<file path="src/spi_host_pkg.sv">
// package for the serial configuration host controller
// assumes one 25 MHz clock domain on the controller side
package spi_host_pkg;
    // device register offsets (15-bit address space)
    localparam logic [14:0] ADDR_NV_CYCLE_COUNT   = 15'h0010;
    localparam logic [14:0] ADDR_OVERLAY_CTRL     = 15'h0014;
    localparam logic [14:0] ADDR_SOFT_SYNC_CTRL   = 15'h0015;
    localparam logic [14:0] ADDR_GLOBAL_RESET     = 15'h0017;
    localparam logic [14:0] ADDR_SYNC_ENABLE      = 15'h0019;
    localparam logic [14:0] ADDR_NV_COMMAND       = 15'h00ab;
    localparam logic [14:0] ADDR_NV_UNLOCK        = 15'h00b4;
    // command/status field positions
    localparam int BIT_NV_PROGRAM   = 0;
    localparam int BIT_NV_ERASE     = 1;
    localparam int BIT_NV_BUSY      = 2;
    localparam int BIT_COMMIT       = 6;
    localparam int BIT_OVERLAY      = 7;
    localparam int BIT_GLOBAL_RESET = 6;
    localparam int BIT_SOFT_SYNC    = 6;
    localparam int BIT_SYNC_ENABLE  = 0;
    localparam logic [7:0] NV_UNLOCK_VALUE = 8'hea;
    localparam logic [7:0] NV_LOCK_VALUE   = 8'h00;
    localparam logic       DIR_WRITE = 1'b0;
    localparam logic       DIR_READ  = 1'b1;
    // frame layout
    localparam int HDR_BITS  = 16;
    localparam int DATA_BITS = 8;
    // timing: sck period from divider
    localparam int CLK_MHZ        = 25;
    localparam int SCK_HALF_NS    = 160;
    localparam int SCK_HALF_CYC   = (SCK_HALF_NS * CLK_MHZ + 999) / 1000;
    localparam int CS_GAP_NS      = 200;
    localparam int CS_GAP_CYC     = (CS_GAP_NS * CLK_MHZ + 999) / 1000;
    // own host registers (software side)
    localparam logic [3:0] HREG_CTRL    = 4'h0;
    localparam logic [3:0] HREG_ADDR    = 4'h1;
    localparam logic [3:0] HREG_WDATA   = 4'h2;
    localparam logic [3:0] HREG_COUNT   = 4'h3;
    localparam logic [3:0] HREG_STATUS  = 4'h4;
    localparam logic [3:0] HREG_RDATA   = 4'h5;
    localparam logic [3:0] HREG_CONFIG  = 4'h6;
    localparam logic [3:0] HREG_SEQ     = 4'h7;
    // ctrl bits
    localparam int CTRL_START = 0;
    localparam int CTRL_READ  = 1;
    // seq opcodes
    localparam logic [1:0] SEQ_NONE    = 2'd0;
    localparam logic [1:0] SEQ_RESETS  = 2'd1;
    localparam logic [1:0] SEQ_PROGRAM = 2'd2;
    localparam logic [1:0] SEQ_SYNC    = 2'd3;
endpackage

</file>
<file path="src/spi_cfg_host.sv">
// host controller driving the clock synchronizer's serial control port as SPI host
// assumes software on a plain strobe port; device pins sampled through two flops
// Behaviour
// every access: two address bytes then one data byte
// three-wire mode: data sent and received on one shared data pin
// four-wire mode: read data taken from separate serial output pin
// host sends msb first: direction, 15-bit address, 8-bit data
// direction bit 0 writes, 1 reads
// frame begins with chip select low, ends with it high
// device commits each whole byte on sck rising edge; partial bytes lost
// device shifts read data on sck falling edges
// block transfers give lowest address; device increments per extra byte
// device samples interface-select pin at power-on to pick i2c or spi
// i2c client supports standard and fast mode
// device loads upper five i2c address bits from nonvolatile memory
// low two i2c address bits come from address pin level
// host sets global reset, then loop resets, then clears global reset; the sequence here sets and clears global reset with no loop resets
// interrupt flags are sticky until software clears them
// commit bit copies active registers to staging, then self-clears
// overlay-enable bit makes next power-on load the nonvolatile image
// host unlocks with 234, relocks with 0 afterwards
// host writes erase and program together right after unlock
// busy high during programming; host polls before relocking
// device counts successful programming cycles at next power-on
// direct staging writes leave active registers untouched
// commit fill never alters address-bits and revision bytes
// host raises sync enable and software sync, then drops software sync
// device ignores commands while busy and clears them on completion
//
// Decided for this implementation: strobed register access.
`timescale 1ns/10ps
module spi_cfg_host (
    input  wire logic        i_clk,
    input  wire logic        i_rst,
    input  wire logic [3:0]  i_addr,
    input  wire logic [15:0] i_wdata,
    input  wire logic        i_wr,
    input  wire logic        i_rd,
    output logic      [15:0] o_rdata,
    output logic             o_sck,
    output logic             o_cs_n,
    output logic             o_sdio_out,
    output logic             o_sdio_oe_n,
    input  wire logic        i_sdio_in,
    input  wire logic        i_sdo_in
);
    import spi_host_pkg::*;

    typedef enum logic [2:0] {
        ST_IDLE = 3'b000,
        ST_NEXT = 3'b001,
        ST_LOW  = 3'b011,
        ST_HIGH = 3'b010,
        ST_GAP  = 3'b110
    } state_t;

    typedef struct packed {
        state_t      st;
        logic [15:0] rdata_out;
        logic        sck;
        logic        cs_n;
        logic        sdo;
        logic        oe_n;
        logic        sync1;
        logic        sync2;
        logic        so1;
        logic        so2;
        logic [14:0] reg_addr;
        logic [7:0]  wdata;
        logic        dir;
        logic [7:0]  count;
        logic [7:0]  left;
        logic [23:0] shift;
        logic [4:0]  bitn;
        logic [3:0]  div;
        logic [7:0]  rdbyte;
        logic        rd_valid;
        logic        four_wire;
        logic        busy;
        logic [1:0]  seq;
        logic [2:0]  step;
        logic        busy_seen;
    } state_s_t;

    state_s_t q, d;

    // one scripted step of a built-in sequence: dir, addr, data
    function automatic logic [23:0] seq_word(input logic [1:0] s, input logic [2:0] k);
        logic [23:0] w;
        w = 24'h000000;
        case (s)
            SEQ_RESETS: begin
                case (k)
                    3'd0:    w = {DIR_WRITE, ADDR_GLOBAL_RESET, 8'(1 << BIT_GLOBAL_RESET)};
                    default: w = {DIR_WRITE, ADDR_GLOBAL_RESET, 8'h00};
                endcase
            end
            SEQ_PROGRAM: begin
                case (k)
                    3'd0:    w = {DIR_WRITE, ADDR_NV_COMMAND, 8'(1 << BIT_COMMIT)};
                    3'd1:    w = {DIR_WRITE, ADDR_OVERLAY_CTRL, 8'(1 << BIT_OVERLAY)};
                    3'd2:    w = {DIR_WRITE, ADDR_NV_UNLOCK, NV_UNLOCK_VALUE};
                    3'd3:    w = {DIR_WRITE, ADDR_NV_COMMAND,
                                  8'((1 << BIT_NV_ERASE) | (1 << BIT_NV_PROGRAM))};
                    3'd4:    w = {DIR_READ, ADDR_NV_COMMAND, 8'h00};
                    default: w = {DIR_WRITE, ADDR_NV_UNLOCK, NV_LOCK_VALUE};
                endcase
            end
            SEQ_SYNC: begin
                case (k)
                    3'd0:    w = {DIR_WRITE, ADDR_SYNC_ENABLE, 8'(1 << BIT_SYNC_ENABLE)};
                    3'd1:    w = {DIR_WRITE, ADDR_SOFT_SYNC_CTRL, 8'(1 << BIT_SOFT_SYNC)};
                    default: w = {DIR_WRITE, ADDR_SOFT_SYNC_CTRL, 8'h00};
                endcase
            end
            default: w = 24'h000000;
        endcase
        return w;
    endfunction

    function automatic logic [2:0] seq_len(input logic [1:0] s);
        case (s)
            SEQ_RESETS:  return 3'd2;
            SEQ_PROGRAM: return 3'd6;
            SEQ_SYNC:    return 3'd3;
            default:     return 3'd0;
        endcase
    endfunction

    logic        rx_bit;
    logic [23:0] sw;

    always_comb begin
        d = q;
        sw = 24'h000000;
        d.sync1 = i_sdio_in;
        d.sync2 = q.sync1;
        d.so1   = i_sdo_in;
        d.so2   = q.so1;
        rx_bit  = q.four_wire ? q.so2 : q.sync2;
        d.rdata_out = 16'h0000;
        // software register reads: data in the following cycle
        if (i_rd) begin
            case (i_addr)
                HREG_ADDR:   d.rdata_out = {1'b0, q.reg_addr};
                HREG_WDATA:  d.rdata_out = {8'h00, q.wdata};
                HREG_COUNT:  d.rdata_out = {8'h00, q.count};
                HREG_STATUS: d.rdata_out = {13'h0000, q.busy_seen, q.rd_valid, q.busy};
                HREG_RDATA:  d.rdata_out = {8'h00, q.rdbyte};
                HREG_CONFIG: d.rdata_out = {15'h0000, q.four_wire};
                HREG_SEQ:    d.rdata_out = {11'h000, q.step, q.seq};
                default:     d.rdata_out = 16'h0000;
            endcase
        end
        if (i_wr && !q.busy) begin
            case (i_addr)
                HREG_ADDR:   d.reg_addr  = i_wdata[14:0];
                HREG_WDATA:  d.wdata     = i_wdata[7:0];
                HREG_COUNT:  d.count     = i_wdata[7:0];
                HREG_CONFIG: d.four_wire = i_wdata[0];
                HREG_CTRL: begin
                    if (i_wdata[CTRL_START]) begin
                        d.dir  = i_wdata[CTRL_READ] ? DIR_READ : DIR_WRITE;
                        d.busy = 1'b1;
                        d.rd_valid = 1'b0;
                        d.seq  = SEQ_NONE;
                        d.st   = ST_NEXT;
                    end
                end
                HREG_SEQ: begin
                    if (seq_len(i_wdata[1:0]) != 3'd0) begin
                        d.seq  = i_wdata[1:0];
                        d.step = 3'd0;
                        d.busy = 1'b1;
                        d.busy_seen = 1'b0;
                        d.st   = ST_NEXT;
                    end
                end
                default: ;
            endcase
        end
        case (q.st)
            ST_IDLE: begin
                d.cs_n = 1'b1;
                d.sck  = 1'b0;
                d.oe_n = 1'b1;
            end
            ST_NEXT: begin
                // load header and first data byte, then open the frame
                if (q.seq != SEQ_NONE) begin
                    sw = seq_word(q.seq, q.step);
                    d.dir = sw[23];
                    d.shift = sw;
                    d.left = 8'h00;                                               // single access per step
                end else begin
                    d.shift = {q.dir, q.reg_addr, q.wdata};
                    d.left  = q.count;                                            // extra bytes in block
                end
                d.bitn = 5'd0;
                d.div  = 4'h0;
                d.cs_n = 1'b0;
                d.sck  = 1'b0;
                d.sdo  = q.seq != SEQ_NONE ? sw[23] : q.dir;
                d.oe_n = 1'b0;
                d.st   = ST_LOW;
            end
            ST_LOW: begin
                d.div = q.div + 4'h1;
                if (q.div == 4'(SCK_HALF_CYC - 1)) begin
                    d.div = 4'h0;
                    d.sck = 1'b1;                                                 // device samples here
                    d.st  = ST_HIGH;
                end
            end
            ST_HIGH: begin
                d.div = q.div + 4'h1;
                if (q.div == 4'(SCK_HALF_CYC - 1)) begin
                    d.div = 4'h0;
                    d.sck = 1'b0;                                                 // device drives on this edge
                    // capture read bit from the device at end of high phase
                    if (q.dir == DIR_READ && q.bitn >= 5'(HDR_BITS))
                        d.rdbyte = {q.rdbyte[6:0], rx_bit};
                    d.shift = {q.shift[22:0], 1'b0};                              // msb first
                    d.sdo   = q.shift[22];
                    if (q.bitn == 5'(HDR_BITS - 1) && q.dir == DIR_READ)
                        d.oe_n = q.four_wire ? 1'b0 : 1'b1;                       // release shared pin
                    d.bitn = q.bitn + 5'd1;
                    d.st   = ST_LOW;
                    if (q.bitn == 5'(HDR_BITS + DATA_BITS - 1)) begin
                        if (q.dir == DIR_READ)
                            d.rd_valid = 1'b1;
                        if (q.left != 8'h00) begin
                            // stay selected; device advances its pointer
                            d.left  = q.left - 8'h01;
                            d.bitn  = 5'(HDR_BITS);
                            d.shift = {q.wdata, 16'h0000};
                            d.sdo   = q.wdata[7];
                        end else begin
                            d.st = ST_GAP;                                        // whole bytes only
                        end
                    end
                end
            end
            ST_GAP: begin
                d.cs_n = 1'b1;
                d.oe_n = 1'b1;
                d.div  = q.div + 4'h1;
                if (q.div == 4'(CS_GAP_CYC)) begin
                    d.div = 4'h0;
                    d.st  = ST_IDLE;
                    d.busy = 1'b0;
                    if (q.seq != SEQ_NONE) begin
                        d.busy = 1'b1;
                        d.st   = ST_NEXT;
                        if (q.seq == SEQ_PROGRAM && q.step == 3'd4) begin
                            // poll busy flag until it drops
                            if (q.rdbyte[BIT_NV_BUSY])
                                d.busy_seen = 1'b1;
                            else
                                d.step = 3'd5;
                        end else if (q.step + 3'd1 == seq_len(q.seq)) begin
                            d.seq  = SEQ_NONE;
                            d.busy = 1'b0;
                            d.st   = ST_IDLE;
                        end else begin
                            d.step = q.step + 3'd1;
                        end
                    end
                end
            end
            default: d.st = ST_IDLE;
        endcase
        if (i_rst) begin
            d = '0;
            d.st   = ST_IDLE;
            d.cs_n = 1'b1;
            d.oe_n = 1'b1;
            d.sync1 = 1'b0;
        end
    end

    always_ff @(posedge i_clk) begin
        q <= d;
    end

    assign o_rdata     = q.rdata_out;
    assign o_sck       = q.sck;
    assign o_cs_n      = q.cs_n;
    assign o_sdio_out  = q.sdo;
    assign o_sdio_oe_n = q.oe_n;
endmodule // spi_cfg_host

</file>
<file path="config.mk">
export PLATFORM = sky130hd
export DESIGN_NAME = spi_cfg_host
export DESIGN_NICKNAME = d
export VERILOG_FILES = /design/src/spi_host_pkg.sv /design/src/spi_cfg_host.sv
export SDC_FILE = /design/constraint.sdc
export NUM_CORES = 1
export LEC_CHECK = 0
export BUFFER_PORTS_ARGS = -buffer_cell sky130_fd_sc_hd__buf_2
export CAP_MARGIN = 10
export CORE_MARGIN = 2
export CORE_UTILIZATION = 50
export CTS_BUF_LIST = sky130_fd_sc_hd__clkbuf_8
export CTS_CLUSTER_DIAMETER = 30
export DETAILED_ROUTE_END_ITERATION = 8
export GPL_TIMING_DRIVEN = 0
export PLACE_DENSITY = 0.8
export SLEW_MARGIN = 40
export SYNTH_ARGS = -nofsm -noshare
export SYNTH_HDL_FRONTEND = slang
export SYNTH_SLANG_ARGS = --single-unit
</file>
<file path="constraint.sdc">
create_clock -name i_clk -period 5.5 [get_ports i_clk]
set_input_delay 1.1 -clock i_clk [delete_from_list [all_inputs] [get_ports i_clk]]
set_output_delay 1.1 -clock i_clk [all_outputs]
set_load 0.01 [all_outputs]
</file>
After elaboration in Yosys (flattened, before gate mapping)
Cells that the tools add are included.

cells by class
  $add $sub $neg = 4
  multipliers = 0
  divide/modulo/power cells = 0
  $lt $le $gt $ge = 1
  eq/ne operators = 31
  shifts and indexed selects = 0
  muxes and demuxes = 76
  bitwise gates (word level) = 1
  reduce and logical (&&, ||, !) cells = 28

operators by type and width
  cell                                                  number
  one-hot mux 24 bit (5 select lines)                   1
  one-hot mux 15 bit (7 select lines)                   1
  2-to-1 mux 37 bit                                     2
  one-hot mux 37 bit (2 select lines)                   1
  one-hot mux 24 bit (3 select lines)                   1
  2-to-1 mux 3 bit                                      20
  2-to-1 mux 50 bit                                     1
  2-to-1 mux 7 bit                                      5
  2-to-1 mux 32 bit                                     1
  2-to-1 mux 1 bit                                      24
  one-hot mux 12 bit (2 select lines)                   1
  equality test 4 x 3 -> 1 bit (second input constant)  5
  2-to-1 mux 9 bit                                      2
  one-hot mux 3 bit (3 select lines)                    2
  2-to-1 mux 8 bit                                      2
  one-hot mux 4 bit (4 select lines)                    1
  one-hot mux 3 bit (5 select lines)                    1
  equality test 3 x 2 -> 1 bit (second input constant)  4
  equality test 4 x 2 -> 1 bit (second input constant)  3
  2-to-1 mux 4 bit                                      3
  one-hot mux 3 bit (2 select lines)                    2
  != test 2 bit (second input constant)                 5
  AND reduction 2 bit                                   5
  AND reduction 3 bit                                   3
  other kinds (27)                                      45

storage, ports and cells
  register bits after elaboration = 116
  latch bits = 0
  bits in writable memories = 0
  memory bits (read-only) = 0
  bits of input ports = 26
  output and inout bits = 20
  word-level logic and storage cells = 166
  memories kept = 0

Logic depth before layout (Yosys ltp)
Gate-level depths: netlist (run 1).

  word-level depth = 13
  depth in mapped cells = 8
  gate-level depth less buffers = 7

Least setup slack after synthesis (run 1)
No wires, ideal clock.

  path kind = input -> register
  start point = in i_addr[1]
  end point = reg q[75] in the netlist's numbering
  library setup time = 0.070 ns
  arrival = 2.358 ns
  data required time = 5.430 ns
  setup slack = 3.072 ns
  stages on the path = 8
  buffers on the path = 3
  cell sequence = buf_2 > nand2b_1 > nor3_2 > and2_1 > buf_2 > buf_4 > nand2_1 > a21oi_1

between the ends
  cells in the longest elaborated chain, start to end = 2

RTL lines
  element                        line                 text
  start: declaration             spi_cfg_host.sv:35   input wire logic [3:0] i_addr,
  equality test 4 x 1 -> 1 bit   spi_cfg_host.sv:156  case (i_addr)
  AND reduction 2 bit (no line)  -
  end signal: assignment         spi_cfg_host.sv:283  q <= d;
  end: declaration               spi_cfg_host.sv:85   state_s_t q, d;

Every way passes these cells.
A chain may end at the register's enable or synchronous reset.

Final worst setup path (run 1)
  start point = in i_addr[2]
  end point = reg q[83] in the netlist's numbering

The elaborated chain is that of the path after synthesis.

==> results of run 1 <==
-- critical path: cells and delay by family --
family | cells | cell delay (ns)
and+or+nand+nor | 3 | 1.08
AOI/OAI and AO/OA | 1 | 0.07
buffers and inverters | 3 | 0.66
-- power by group --
part	switching (uW)	total (uW)	internal (uW)	leakage (uW)
registers	8.88	851	842	0.000928
clock network	374	871	497	0.000209
logic	80.0	116	36.0	0.00125
-- cell families after synthesis --
logic type,after synthesis,synth area share
buf+inv,76,0.0715
simple gates,270,0.236
flops,115,0.403
xor+xnor,1,0.00153
other cells,1,0.000656
mux,11,0.0206
fa+ha+maj,11,0.0241
compound gates,201,0.243
-- final cells by class --
type | count | share of cell area
plain buffers | 65 | 0.0563
clock buffers | 17 | 0.0358
clock inverters | 15 | 0.0318
inverters | 11 | 0.00632
multi-input cells | 495 | 0.461
flip-flops and latches | 115 | 0.352
well taps | 143 | 0.0274
repair buffers | 38 | 0.0291
-- sequential cells by signal (all words and copies together), names as in the netlist --
name and flops:
q 96, o_rdata 15, o_cs_n 1, o_sck 1, o_sdio_oe_n 1, o_sdio_out 1
-- layout by cell type (no fill, tap or decap), types with 5 or more instances in the layout --
cell type,netlist,routed
and2_1,10,10
buf_4,18,18
nand2_1,107,107
dfxtp_1,115,115
o21ai_0,21,21
a211oi_1,7,7
inv_1,11,11
buf_2,14,52
nand3_1,26,26
ha_1,11,11
clkbuf_1,27,27
a21oi_1,75,75
buf_6,5,5
nor2b_1,13,13
mux2_2,6,6
nor2_1,51,51
nand2b_1,6,6
a31oi_1,12,12
a221oi_1,9,9
and3_1,5,5
nor3_1,16,15
mux2i_1,5,5
a222oi_1,9,9
a22oi_1,23,23
clkbuf_8,0,17
-- cell usage after synthesis (3+ instances only) --
master	n	area (um2)
mux2i_1	5	50.1
ha_1	11	138
and3_1	5	31.3
buf_4	18	135
a211oi_2	3	37.5
and2_1	10	62.6
dfxtp_1	115	2300
a41oi_1	3	26.3
nand2_1	107	402
a221oi_1	9	78.8
a21boi_0	3	22.5
nand3_1	26	130
nor3_1	16	80.1
clkbuf_1	27	101
nand3b_1	3	22.5
nor3b_2	4	50.1
nor2_1	51	191
a22oi_1	23	173
a21oi_1	75	375
inv_1	11	41.3
a32oi_1	3	26.3
buf_6	5	56.3
and4b_1	3	30.0
nand2b_1	6	37.5
or3b_1	3	26.3
nor2b_1	13	81.3
a31oi_1	12	75.1
a222oi_1	9	90.1
nor4_1	4	25.0
mux2_2	6	67.6
a21o_1	4	30.0
a211oi_1	7	52.6
o21ai_0	21	105
buf_2	14	70.1
-- routing by layer --
layer  part of all wire  up-vias  GRT usage  wire length, um
met5                  0        -          0                0
met4              0.050        0      0.134              827
met3               0.10       63     0.0858             1730
met2               0.44      298      0.420             7380
met1               0.40     2570      0.347             6740
li1                   -     2575          -                -
-- worst max-delay path by stage --
stage / end / slack, ns / cells past startpoint
5_1_grt: q[80]$_SDFFE_PP0P_ / 2.70 / 7
3_3_place_gp: o_rdata[2]$_SDFF_PP0_ / 2.51 / 6
4_1_cts: o_rdata[2]$_SDFF_PP0_ / 2.89 / 6
3_5_place_dp: o_rdata[2]$_SDFF_PP0_ / 2.45 / 6
2_1_floorplan: q[75]$_SDFFE_PP0P_ / 3.07 / 8
6_report: q[83]$_SDFFE_PP0P_ / 2.87 / 7
-- through the flow --
stage / setup WS (ns) / instance area (um2)
2_1_floorplan: 3.07 / 5720
3_3_place_gp: 2.51 / 6090
3_5_place_dp: 2.45 / 6090
4_1_cts: 2.89 / 6530
5_1_grt: 2.70 / 6540
6_report: 2.87 / 6540
==> impl.org, run 1 <==
** Flow run
- Across the run, the number of max-cap violations was 0.

** Drt
- After detailed routing, the number of remaining DRC violations is 0.
- First DRT Iteration DRCs :: between 500 and 600
- After detailed routing, the average wire length per cell comes to 18.5 um.
- After detailed routing, the number of vias per cell comes to about 6.
- Vias :: 5506
- Count of TritonRoute iterations in the first routing pass :: 6
- Antenna viol nets, final :: 0
- Wires add up to 16.7 mm.

** Min path
- End of the worst hold path :: q[92]$_SDFF_PP0_
- The startpoint identified for the worst hold timing path is q[93]$_SDFF_PP0_.
- Hold WC Path Type :: flop to flop
- Hold depth :: 1

** CTS
- TritonCTS clock tree :: yes
- Number of buffers added by the clock tree synthesis step :: 17
- Clk sinks :: 115
- After clock tree synthesis, the clock-pin slew on the worst setup and hold paths is 0.08 ns.
- Buffer depth of the longest clock path :: 2
- In this run, post-CTS repair resized a total of 0 instances.
- Hold repair after CTS inserted 0 buffers.
- In this run the clock root is driven by a clkbuf_8.
- Clock latency on the worst-skew pair, taken at its later pin, is between 0.4 and 0.5 ns.
- Buffers added to address setup during post-CTS repair amount to 0.
- CTS built an H-tree with a depth of 4.

** STA
- For the final routed database, the setup TNS stands at 0 ns.
- On the final layout, the worst clock skew is slightly below 0.01 ns.
- On the final layout, the worst hold slack is 0.444 ns.
- Maximum frequency from static timing analysis :: 0.381 GHz
- Final worst-path cycle share :: 0.478
- The number of pins exceeding their max-slew limit in the final report came to 0.
- Min Tclk post-route :: around 2.6 ns
- Relative slew slack :: 0.482
- Final setup violating endpoints :: 0
- Setup repair after global routing left no endpoint under its margin.
- At the pin with the least slew margin, the transition time is 0.778 ns.
- Endpoints failing hold :: 0

** Critical path
- Ordered list of cells on the worst path :: buf_2 -> clkbuf_1 -> nor3_2 -> nand2_1 -> clkbuf_1 -> nand2_1 -> a21oi_1
- For this run, the slowest stage of the critical path takes 0.64 ns.
- The critical path starts at i_addr[2].
- Top fanout value on the critical path :: 10
- Startpoint of the worst register-to-register path :: q[50]$_SDFFE_PP0P_
- Number of cell instances on the worst register-to-register path :: 8
- For this design, the slowest cell found on the critical path is nor3_2.
- The setup path with the least slack is of type primary input to flop.
- CP required :: about 5.8 ns
- The worst register-to-register path ends at q[24]$_SDFFE_PP0P_.
- The worst setup path is launched from a primary input.
- Worst setup slack for register-to-register paths :: 3.16 ns
- Crit path capture type :: flop
- Crit path DAT :: slightly below 3 ns

** Synthesis
- Post-synthesis net count :: 723
- Counting flops and latches in the post-synthesis netlist gives 115.
- Yosys warning count :: 0
- Fraction of registers with async set or reset after synthesis :: 0
- Average cell area after synthesis :: about 8.3 um2
- Synthesis instantiated 73 different standard cells from the library.
- Number of enable flip-flop cells after synthesis :: 0
- Synth Cell Area :: between 0.005 and 0.006 mm2
- For this run, the register share of the synthesized area comes to 0.403.
- For this run, the leading register cell type out of synthesis is dfxtp_1.
- Synthesis produced a netlist whose cell count is 686.

** Power and ir drop
- In this run the static leakage power is ~0.0024 uW.
- In this run the power density over the cells is about 280 mW/mm2.
- Total power of the final layout :: approximately 1800 uW
- Peak VDD IR :: around 0.00028 V

** Final layout
- Fill cells in the final layout number 1011.
- Non-filler instance count after layout :: 899
- From synthesis to final layout, the design area changed by 14.3%.
- Number of diodes added for antenna fixing :: 0
- Measured on the finished design, the core utilization comes to 0.580.
- Footprint of the multi-input gates :: between 0.003 and 0.004 mm2
- Of the cells placed in the final design, the portion with a size suffix greater than 1 is 0.190.
- Nets@finish :: 780
- Summing all flip-flop and latch instances after layout gives 0.00230 mm2.

** Placement
- Detailed Place HPWL :: 12.1 mm
- Buffers placed on the I/O ports in this run total 38.
- The number of placed instances, taps included, is 867.
- At the end of routability-driven placement, the weighted congestion stood at about 0.93.

** Floorplanning
- For this configuration, the core starts out at a cell density of 0.507.
- IO Pins :: 46
- Row cnt :: 39
- Core area :: between 0.01 and 0.015 mm2
- Area of the die :: approximately 0.012 mm2
- In this run the horizontal extent of the chip is 111 um.
- The die is 111 um tall.

** Global routing
- The via count of the first global-routing pass came to 5266.
- Largest net degree at the start of global routing :: 17
- Total routing usage reported by global routing :: 0.273
- Congestion Overflow GR :: 0
- The number of antenna violations at the first check in global routing is 0.
- The first global-routing pass estimated 26.7 mm of wire.

** Run status
- Outcome :: finished clean
Note: power is estimated with default switching activity, not from simulation.
==> run 2: changes to the inputs <==
Settings changed: PLACE_DENSITY 0.8 to 0.83.
Clock period 5.5 ns to 2.2 ns, I/O delays scaled along.
==> impl.org, run 2 (synthesis gave the netlist of run 1 again) <==
** Run status
- Outcome :: finished clean (unchanged)

** STA
- The worst path setup slack after routing was 0.111 ns (was 2.87 ns).
- The final count of negative-setup-slack endpoints came to 0 (unchanged).
- Unrepaired setup endpoints after global routing: false (unchanged).
- The headroom to the max-slew limit came to 0.469 (was 0.482).
- The number of endpoints with negative hold slack in the final report came to 0 (unchanged).
- Pins Over Slew Limit :: 0 (unchanged)
- In the finished design, the share of the clock period the worst path needs comes to 0.949.
- The worst-case clock skew is 0.0147 ns (was 0.00965 ns).
- Worst hold slack across all endpoints :: 0.216 ns (was 0.444 ns)
- Setup total negative slack :: 0 ns (unchanged)
- Min Tclk post-route :: 2.09 ns
- The slew of the pin with the lowest slew margin is 0.796 ns (was 0.778 ns).
- Maximum frequency from static timing analysis :: 0.479 GHz

** Floorplanning
- Area of the die :: 0.0123 mm2 (unchanged)
- The core region area came to 0.0113 mm2 (unchanged).
- The number of rows created at floorplan came to 39 (unchanged).
- Die Wd :: 111 um (unchanged)
- Floorplan die height :: 111 um (unchanged)
- IO Pins :: 46 (unchanged)
- Starting Density :: 0.507 (unchanged)

** Placement
- Post-placement cell area :: 0.00609 mm2 (unchanged)
- Detailed Place HPWL :: 11.6 mm (was 12.1 mm)
- Total of buffers placed on input and output ports :: 38 (unchanged)
- Weighted congestion reported at the end of routability-driven placement :: 0.906 (was 0.930)
- The post-placement setup slack is -0.135 ns (was 2.45 ns).

** Critical path
- Ordered list of cells on the worst path :: ha_1 -> or3b_1 -> buf_2 -> nor2_8 -> and3_1 -> buf_4 -> nor2_1 -> a211oi_2 (was buf_2 -> clkbuf_1 -> nor3_2 -> nand2_1 -> clkbuf_1 -> nand2_1 -> a21oi_1)
- The worst path buffer plus inverter count was 2 (was 3).
- Crit path DAT :: 2.45 ns (was 2.91 ns)
- Top fanout value on the critical path :: 9 (was 10)
- Maximum single-stage delay on the critical path :: 0.41 ns (was 0.64 ns)
- Cell with the biggest individual delay on the critical path :: dfxtp_1 (was nor3_2)
- The nature of the critical path endpoint was a flop (unchanged).
- CP required :: 2.56 ns (was 5.79 ns)
- The type of origin of the critical path was a flop (was primary input).
- The type of the worst setup path is flop to flop (was primary input to flop).
- The kind of cell adding the most delay to the critical path was simple AND/OR/NAND/NOR gates (unchanged).

** CTS
- The clock slew seen by the registers of the worst setup and hold paths is 0.07 ns (was 0.08 ns).
- CTS root buffer :: clkbuf_8 (unchanged)
- Clk sinks :: 115 (unchanged)
- The number of levels in the clock H-tree was 4 (unchanged).
- Number of buffers added by the clock tree synthesis step :: 17 (unchanged)
- Hold-fix buffer count after cts :: 0 (unchanged)
- The TritonCTS clock tree is yes (unchanged).
- Buffer depth of the longest clock path :: 2 (unchanged)
- The later-pin clock latency in the skew report was 0.45 ns (was 0.43 ns).

** Global routing
- First-pass GRT wire length :: 26.2 mm (was 26.7 mm)
- Vias in the first global route :: 5030 (was 5266)
- The number of antenna violations at the first check in global routing was 0 (unchanged).
- Largest net degree at the start of global routing :: 17 (unchanged)
- Total routing usage reported by global routing :: 0.269 (was 0.273)
- The remaining global-route overflow came to 0 (unchanged).

** Final layout
- The total number of nets in the final design is 788 (was 780).
- Post-route cell area :: 0.00664 mm2 (was 0.00654 mm2)
- Most frequent cells in the layout :: 113 x dfxtp_1, 106 x nand2_1, 74 x a21oi_1 (was 115 x dfxtp_1, 107 x nand2_1, 75 x a21oi_1)
- Number of diodes added for antenna fixing :: 0 (unchanged)
- Area Overhead vs Synth :: 16.0% (was 14.3%)
- The register with the most flip-flops is q (unchanged).
- Leading cell type in the layout, fill and taps excluded :: dfxtp_1 (unchanged)
- The fraction of final layout cells sized beyond drive strength 1 is 0.219 (was 0.190).
- The flip-flop count of the largest register, all copies and words added is 96 (unchanged).

** Power and ir drop
- Peak VDD IR :: 0.000670 V (was 0.000276 V)
- Leakage power of the design :: 0.00242 uW (was 0.00239 uW)
- Pwr/cell area :: 669 mW/mm2 (was 281 mW/mm2)
- The total chip power was 4440 uW (was 1840 uW).

** Drt
- Count of TritonRoute iterations in the first routing pass :: 7 (was 6)
- The count of routing violations after the opening detailed-route iteration was 653 (was 552).
- Vias per Instance :: 6.21 (was 6.12)
- Average wire per standard cell :: 18.5 um (about the same)
- Antenna viol nets, final :: 0 (unchanged)
- The vias after detailed routing came to 5630 (was 5506).
- The routed wire length was 16.7 mm (about the same).
- Number of design rule violations left after detail routing :: 0 (unchanged)

** Flow run
- Max cap viols :: 0 (unchanged)

** Min path
- Hold WC Path Type :: primary input to flop (was flop to flop)
-- run 2: layout make-up --
class | count | area (um2)
multi-input cells | 496 | 3090
flip-flops and latches | 115 | 2300
plain buffers | 65 | 374
fillers | 970 | 4640
well taps | 143 | 179
clock inverters | 14 | 155
clock buffers | 18 | 248
inverters | 11 | 41.3
repair buffers | 45 | 243
-- run 2: stage by stage --
stage                     utilization  std cells
after CTS                       0.577        899
after global placement          0.540        867
after detailed placement        0.540        867
after floorplan                     -        686
final                           0.589        907
after global routing            0.589        907
-- run 2: path summary, 6_finish.rpt --
path / start / end / slack (ns) / cells past startpoint
worst max-delay path: q[17]$_SDFFE_PP0P_ / q[9]$_SDFFE_PP0P_ / 0.11 / 8
worst min-delay path: i_sdo_in / q[91]$_SDFF_PP0_ / 0.22 / 2
worst max register to register: q[17]$_SDFFE_PP0P_ / q[9]$_SDFFE_PP0P_ / 0.11 / 8
worst min register to register: q[93]$_SDFF_PP0_ / q[92]$_SDFF_PP0_ / 0.44 / 1
-- run 2: what timing repair did --
| action | CTS | global route |
|---|---|---|
| cloned | 0 | 1 |
| buffers inserted | 0 | 7 |
| pin swaps | 0 | 2 |
| endpoints found under the setup margin | 8 | 32 |
| resized for setup | 3 | 20 |
-- run 2: report_power, final --
part	internal [uW]	switching, uW	total, uW
sequential	2100	22.3	2130
combinational	97.4	202	300
clock	1050	969	2020
-- run 2: per-layer routing --
metal / global-route usage / up-vias / routed length [um] / part of all wire
li1: - / 2597 / - / -
met1: 0.366 / 2631 / 6810 / 0.41
met2: 0.398 / 340 / 7360 / 0.44
met3: 0.0733 / 62 / 1830 / 0.11
met4: 0.125 / 0 / 748 / 0.045
met5: 0 / - / 0 / 0
